===== src/core/pmcr_pkg.sv =====
package pmcr_pkg;

    // ****************************************
    // bus-to-core ratio encodings
    // ****************************************
    typedef enum logic [1:0] {
        PMCR_RATIO_2_5 = 2'b00,
        PMCR_RATIO_1_2 = 2'b10,
        PMCR_RATIO_2_3 = 2'b11
    } pmcr_ratio_e;

    localparam logic [1:0] PMCR_RATIO_RST = 2'b11;
    // numerator and denominator of bus/core ratio
    localparam logic [3:0] PMCR_NUM_2_5 = 4'h2;
    localparam logic [3:0] PMCR_DEN_2_5 = 4'h5;
    localparam logic [3:0] PMCR_NUM_1_2 = 4'h1;
    localparam logic [3:0] PMCR_DEN_1_2 = 4'h2;
    localparam logic [3:0] PMCR_NUM_2_3 = 4'h2;
    localparam logic [3:0] PMCR_DEN_2_3 = 4'h3;

    // ****************************************
    // core states and bus cycle codes
    // ****************************************
    typedef enum logic [1:0] {
        PMCR_RUN   = 2'b00,
        PMCR_SMM   = 2'b01,
        PMCR_STOP  = 2'b10
    } pmcr_state_e;

    localparam logic [1:0] PMCR_CYC_NONE  = 2'b00;
    localparam logic [1:0] PMCR_CYC_GRANT = 2'b01;
    localparam logic [1:0] PMCR_CYC_SNOOP = 2'b10;

    typedef struct packed {
        logic [3:0] num;
        logic [3:0] den;
    } pmcr_ratio_s;

endpackage


===== src/core/pmcr_top.sv =====
`timescale 1ns/1ps
// Function
// RL1: latch system management interrupt request pulses
// RL2: enter management mode only at boundary
// RL3: active output low throughout management mode
// RL4: external logic asserts stop-clock request low
// RL5: stop at boundary unless higher interrupt
// RL6: issue stop-grant acknowledge bus cycle
// RL7: keep answering snoops while stop requested
// RL8: ratio select 00 2/5, 10 1/2, 11 2/3
// RL9: capture ratio select during reset, hold
// RL10: active output releases on mode exit
module pmcr_top
    import pmcr_pkg::*;
(
    input  wire logic       i_mclk,
    input  wire logic       i_rstn,
    input  wire logic       i_sys_mgmt_irq_n,
    input  wire logic       i_stop_clock_req_n,
    input  wire logic       i_bus_ratio_sel_hi,
    input  wire logic       i_bus_ratio_sel_lo,
    input  wire logic       i_insn_boundary,
    input  wire logic       i_hi_prio_irq,
    input  wire logic       i_sys_mgmt_resume,
    input  wire logic       i_snoop_req,
    output logic            o_sys_mgmt_active_n,
    output logic            o_core_halted,
    output logic            o_grant_cycle,
    output logic            o_snoop_ack,
    output logic [1:0]      o_bus_cycle,
    output pmcr_ratio_s     o_ratio,
    output logic [1:0]      o_ratio_sel
);

    // ****************************************
    // input synchronisers
    // ****************************************
    logic [1:0] smi_sync_reg;
    logic [1:0] stp_sync_reg;
    logic [1:0] bfh_sync_reg;
    logic [1:0] bfl_sync_reg;

    // request syncs reset to the idle-high level so no false request follows reset
    always_ff @(posedge i_mclk or negedge i_rstn) begin
        if (!i_rstn) begin
            smi_sync_reg <= 2'h3;
            stp_sync_reg <= 2'h3;
        end else begin
            smi_sync_reg <= {smi_sync_reg[0], i_sys_mgmt_irq_n};
            stp_sync_reg <= {stp_sync_reg[0], i_stop_clock_req_n};
        end
    end

    // strap syncs keep running through reset, so the settled straps are
    // already at the second flop when the capture window closes
    always_ff @(posedge i_mclk) begin
        bfh_sync_reg <= {bfh_sync_reg[0], i_bus_ratio_sel_hi};
        bfl_sync_reg <= {bfl_sync_reg[0], i_bus_ratio_sel_lo};
    end

    wire logic smi_req = ~smi_sync_reg[1];
    wire logic stp_req = ~stp_sync_reg[1]; // RL4

    function automatic pmcr_ratio_s ratio_of(input logic [1:0] sel);
        pmcr_ratio_s r;
        r = '{num: PMCR_NUM_2_3, den: PMCR_DEN_2_3};
        case (sel)
            PMCR_RATIO_2_5: r = '{num: PMCR_NUM_2_5, den: PMCR_DEN_2_5};
            PMCR_RATIO_1_2: r = '{num: PMCR_NUM_1_2, den: PMCR_DEN_1_2};
            default:        r = '{num: PMCR_NUM_2_3, den: PMCR_DEN_2_3};
        endcase
        return r;
    endfunction

    // ****************************************
    // ratio capture
    // ****************************************
    // reset is asynchronous, so the strap is sampled by clock while a
    // reset-window flag is still set, then frozen
    logic        strap_win_reg;
    logic        strap_win_next;
    logic [1:0]  sel_reg;
    logic [1:0]  sel_next;
    pmcr_ratio_s ratio_reg;
    pmcr_ratio_s ratio_next;

    always_comb begin
        strap_win_next = 1'b0;
        sel_next       = sel_reg;
        ratio_next     = ratio_reg;
        if (strap_win_reg) begin
            sel_next   = {bfh_sync_reg[1], bfl_sync_reg[1]}; // RL9
            // 01 is undefined; treated as the default ratio
            if (sel_next == 2'b01) begin
                sel_next = PMCR_RATIO_RST;
            end
            ratio_next = ratio_of(sel_next); // RL8
        end
    end

    always_ff @(posedge i_mclk or negedge i_rstn) begin
        if (!i_rstn) begin
            strap_win_reg <= 1'b1;
            sel_reg       <= PMCR_RATIO_RST;
            ratio_reg     <= '{num: PMCR_NUM_2_3, den: PMCR_DEN_2_3};
        end else begin
            strap_win_reg <= strap_win_next;
            sel_reg       <= sel_next;
            ratio_reg     <= ratio_next;
        end
    end

    // ****************************************
    // mode control
    // ****************************************
    pmcr_state_e state_reg;
    pmcr_state_e state_next;
    logic        smi_pend_reg;
    logic        smi_pend_next;
    logic        act_n_reg;
    logic        act_n_next;
    logic        grant_reg;
    logic        grant_next;
    logic        snoop_reg;
    logic        snoop_next;
    logic [1:0]  cyc_reg;
    logic [1:0]  cyc_next;

    always_comb begin
        state_next    = state_reg;
        smi_pend_next = smi_pend_reg | smi_req; // RL1
        grant_next    = 1'b0;
        snoop_next    = i_snoop_req; // RL7
        cyc_next      = i_snoop_req ? PMCR_CYC_SNOOP : PMCR_CYC_NONE;
        case (state_reg)
            PMCR_RUN: begin
                if (i_insn_boundary && smi_pend_reg) begin
                    state_next    = PMCR_SMM; // RL2
                    smi_pend_next = smi_req;
                end else if (i_insn_boundary && stp_req && !i_hi_prio_irq) begin
                    state_next = PMCR_STOP; // RL5
                    grant_next = 1'b1; // RL6
                    cyc_next   = PMCR_CYC_GRANT; // RL6
                end
            end
            PMCR_SMM: begin
                if (i_sys_mgmt_resume) begin
                    state_next = PMCR_RUN; // RL10
                end
            end
            PMCR_STOP: begin
                // a pending management request must wake the core
                if (!stp_req || smi_pend_reg) begin
                    state_next = PMCR_RUN;
                end
            end
            default: state_next = PMCR_RUN;
        endcase
        act_n_next = (state_next != PMCR_SMM); // RL3
    end

    always_ff @(posedge i_mclk or negedge i_rstn) begin
        if (!i_rstn) begin
            state_reg    <= PMCR_RUN;
            smi_pend_reg <= 1'b0;
            act_n_reg    <= 1'b1;
            grant_reg    <= 1'b0;
            snoop_reg    <= 1'b0;
            cyc_reg      <= PMCR_CYC_NONE;
        end else begin
            state_reg    <= state_next;
            smi_pend_reg <= smi_pend_next;
            act_n_reg    <= act_n_next;
            grant_reg    <= grant_next;
            snoop_reg    <= snoop_next;
            cyc_reg      <= cyc_next;
        end
    end

    logic halted_reg;
    always_ff @(posedge i_mclk or negedge i_rstn) begin
        if (!i_rstn) begin
            halted_reg <= 1'b0;
        end else begin
            halted_reg <= (state_next == PMCR_STOP);
        end
    end

    assign o_sys_mgmt_active_n = act_n_reg;
    assign o_core_halted       = halted_reg;
    assign o_grant_cycle       = grant_reg;
    assign o_snoop_ack         = snoop_reg;
    assign o_bus_cycle         = cyc_reg;
    assign o_ratio             = ratio_reg;
    assign o_ratio_sel         = sel_reg;
endmodule


===== config.mk =====
export PLATFORM = sky130hd
export DESIGN_NAME = pmcr_top
export DESIGN_NICKNAME = d
export VERILOG_FILES = /design/src/core/pmcr_pkg.sv /design/src/core/pmcr_top.sv
export SDC_FILE = /design/constraint.sdc
export NUM_CORES = 1
export LEC_CHECK = 0
export BUFFER_PORTS_ARGS = -buffer_cell sky130_fd_sc_hd__buf_2
export CORE_ASPECT_RATIO = 0.75
export CORE_MARGIN = 5
export CORE_UTILIZATION = 43
export DETAILED_ROUTE_END_ITERATION = 7
export HOLD_SLACK_MARGIN = 0.1
export PLACE_DENSITY = 0.77
export SYNTH_ARGS = -nofsm -noshare
export SYNTH_HDL_FRONTEND = slang
export SYNTH_SLANG_ARGS = --single-unit

===== constraint.sdc =====
create_clock -name i_mclk -period 1.7 [get_ports i_mclk]
set_input_delay 0.34 -clock i_mclk [delete_from_list [all_inputs] [get_ports i_mclk]]
set_output_delay 0.34 -clock i_mclk [all_outputs]
set_load 0.01 [all_outputs]

### Yosys cells after proc, flatten, opt, wreduce, memory -nomap -nowiden

Cells that the tools add are included.

* bits in registers: 28
* bits of input ports: 10
* output and inout bits: 16
* word-level logic and storage cells: 48

* equal/unequal tests: 6
* multiplexer cells: 17
* bitwise operators: 3
* reductions and logical operators: 7

Operator list (number)
* $mux 2: 10
* $pmux 6 s2: 1
* $eq 2x2->1 const B: 3
* $pmux 2 s3: 1
* $mux 1: 5
* $eq 2x1->1 const B: 2
* $logic_not 2->1: 2
* $logic_and 1x1->1: 3
* $ne 2x1->1 const B: 1
* $not 1->1: 2
* $logic_not 1->1: 1
* $logic_or 1x1->1: 1
* $or 1x1->1: 1

### Logic depth before layout (Yosys ltp)

* word-level depth: 7
* gate-level depth with buffers: 2
* mapped depth without buffers: 2

### Worst setup path after synthesis

OpenSTA, ideal clock, no wires.

* path type: reg2reg
* start point: register state_reg[1]
* end point: register cyc_reg[1], in the netlist o_bus_cycle[1]
* setup time: 0.129 ns
* arrival: 1.086 ns
* data required time: 1.571 ns
* slack: 0.485 ns
* cell stages (with the launch flop): 3
* buffers on the path: 0
* period minus slack after synthesis: 1.215 ns
* cell sequence: dfrtp_1 -> or3b_4 -> o41a_1

* longest elaborated chain between the ends: 2

RTL lines
* start, declared: RTL line pmcr_top.sv:116 `pmcr_state_e state_reg;`
* start signal, assigned: RTL line pmcr_top.sv:171 `state_reg <= state_next;`
* $logic_not 2->1: RTL line pmcr_top.sv:135 `case (state_reg)`
* $mux 2: RTL line pmcr_top.sv:135
* named net cyc_next[1]: RTL line pmcr_top.sv:127 `logic [1:0] cyc_next;`
* end signal, assigned: RTL line pmcr_top.sv:176 `cyc_reg <= cyc_next;`
* end, declared: RTL line pmcr_top.sv:126 `logic [1:0] cyc_reg;`

The timed path passes the listed nets, and every way through them passes these cells.
A chain may end at the register's enable or synchronous reset.

==> reports/results.ini <==
[floorplan]
start_util_pct = 44.0
fp.dieW_um = 58.0
placementRows = 13
die_y_um = 46.0
ios = 26
core_area_mm2 = 0.00169
die_area_mm2 = 0.00267

[routing]
viasPerCell = 4.47
drtIter0Drc = 3
wirelength_um = 1010
first_pass_iters = 3
drc = 0
wl_per_cell_um = 10.4
ant_nets = 0
vias = 434

[sta]
tns_ns = 0
setup_viol_count_final = 0
hold_violations = 0
period_needed_ns = 1.31
setup_ws_ns = 0.385
period_share_pct = 77.3
clock_skew_ns = 0.00332
rsz0062_at_grt = no
max_freq_mhz = 761
drv_slew = 0

[critical_path]
critPathLaunch = o_ratio[0]
rr_endpoint = o_bus_cycle[1]
critPathLaunchType = flop
crit_buf_inv = 1
worst-setup-path-type = reg -> out
reg2reg_slack_ns = 0.44
cp.depth = 1
rr_worst_depth = 2
crit_end = o_ratio[5]
slowest_stage = dfstp_2
crit_chain = buf_2
reg2reg_from = state_reg[1]
crit_family = flip-flops
max_stage_delay_ns = 0.56
cp_max_fo = 3
cp.required_ns = 1.36
endpoint_kind = output pin
cp_data_arrival_time_ns = 0.97

[power]
vdd_ir_drop_max_uv = 539
leakage_nw = 0.423
fin_total_pwr_mw = 0.967
power_density_mw_per_mm2 = 1060

[synth]
yosysWarningCount = 0
synth-edff-count = 0
yosysSeqAreaShare_pct = 72.8
synth-async-reset-ratio_pct = 81.8
synth_area_per_cell_um2 = 15.2
ys_seq_elements = 22
ys_types = 21
synthFlopType = dfstp_2
netlist_instances = 49
synth_area_um2 = 744

[clocking]
path_clk_slew_ns = 0.10
cts_root_buf = clkbuf_4
cts-hold-fix-buffers = 1
clkLatencyLatePin_ns = 0.29
h-tree-depth = 1
clock_sinks = 22
post_cts_resized = 0
cts_made_buffers = 3
clock_path_buffers = 2
postCtsSetupBuffers = 0
cts_tree = done

[final_layout]
antenna_cells = 0
final.fill_count = 153
largest_reg_flops = 3
final_nets = 86
multiInputGateArea_um2 = 161
drive_gt1_share_pct = 52.0
fin_cells = 97
seqCellArea_um2 = 542
area.growth.synth_to_final_pct = 22.9

[placed_design]
pre_cts_ws_ns = 0.421
port_buffers = 22
gp_congestion = 0.774
placedCellCount = 90
place_hpwl_um = 806

[global_route]
antenna_found_initial = 0
grt_start_max_net_pins = 19
overflow = 0
grt_util_all_layers_pct = 8.69
grt_pass1_vias = 382
grt_pass1_wl_um = 1590

[min_path]
min_path_type = in -> reg

[status]
status = complete, no violations

[flow_run]
cap_violations = 0

[cell type report]
cell class	count	share of cell area, %
flip-flops and latches	22	59.2
multi-input cells	22	17.6
repair buffers	25	15.3
clock buffers	4	3.97
well taps	22	3.01
inverters	2	0.821
[cells in the final DEF, fill, tap and decap left out, drive strengths merged]
master / netlist / routed
a21oi: 1 / 1
mux2: 1 / 1
clkbuf: 0 / 4
inv: 2 / 2
dfrtp: 9 / 9
or3b: 1 / 1
dfxtp: 4 / 4
o41a: 1 / 1
nand2b: 2 / 2
conb: 1 / 4
dfstp: 9 / 9
a21bo: 1 / 1
or4b: 1 / 1
o21a: 1 / 1
nand3b: 2 / 2
nor4: 1 / 1
o22a: 1 / 1
o41ai: 2 / 2
a21o: 1 / 1
dlygate4sd3: 0 / 3
o21ai: 1 / 1
buf: 6 / 22
o22ai: 1 / 1
[metal layers]
metal,vias up,global-route usage (%),routed length [µm]
li1,215,-,-
met1,196,9.27,414
met2,20,12.8,452
met3,3,5.95,129
met4,0,5.09,9
met5,-,0,0
[cells in the mapped netlist, drive strengths merged, types with 2 or more instances]
master,count,area share (%)
buf,6,6.0
dfxtp,4,11
nand3b,2,2.0
nand2b,2,1.7
inv,2,1.0
dfrtp,9,30
o41ai,2,2.4
dfstp,9,32
[where the power goes]
part	internal, mW	switching, mW	leakage, nW
logic	0.0539	0.0518	0.160
registers	0.573	0.0233	0.242
clock network	0.131	0.134	0.0210
total	0.758	0.210	0.423
[through the flow]
| step | instance area, µm² | util (%) | hold slack (ns) |
|---|---|---|---|
| CTS | 895 | 52.9 | 0.121 |
| detailed placement | 848 | 50.1 | 0.282 |
| global route | 915 | 54.1 | 0.103 |
| global placement | 848 | 50.1 | 0.279 |
| finish | 915 | 54.1 | 0.140 |
| floorplan | 756 | - | 0.0444 |
[kinds of logic (layout without fill, tap and decap cells)]
| family | count (synthesis) | in the layout | share of synthesized area [%] |
|---|---|---|---|
| buffers and inverters | 8 | 31 | 7.06 |
| AND/OR/NAND/NOR | 7 | 7 | 7.39 |
| AO/OA/AOI/OAI | 10 | 10 | 10.8 |
| flip-flops | 22 | 22 | 72.8 |
| other | 1 | 4 | 0.504 |
| multiplexers | 1 | 1 | 1.51 |
[worst min-delay path by stage]
stage                             startpoint              end  slack, ns  cells after the start
after floorplan                       i_rstn   o_bus_cycle[0]       0.04                      0
after global placement                i_rstn     state_reg[0]       0.28                      1
after detailed placement              i_rstn     state_reg[1]       0.28                      1
after CTS                 i_stop_clock_req_n  stp_sync_reg[0]       0.12                      1
after global routing      i_bus_ratio_sel_lo  bfl_sync_reg[0]       0.10                      1
final                     i_bus_ratio_sel_lo  bfl_sync_reg[0]       0.14                      1
(Power assumes the default switching activity.)
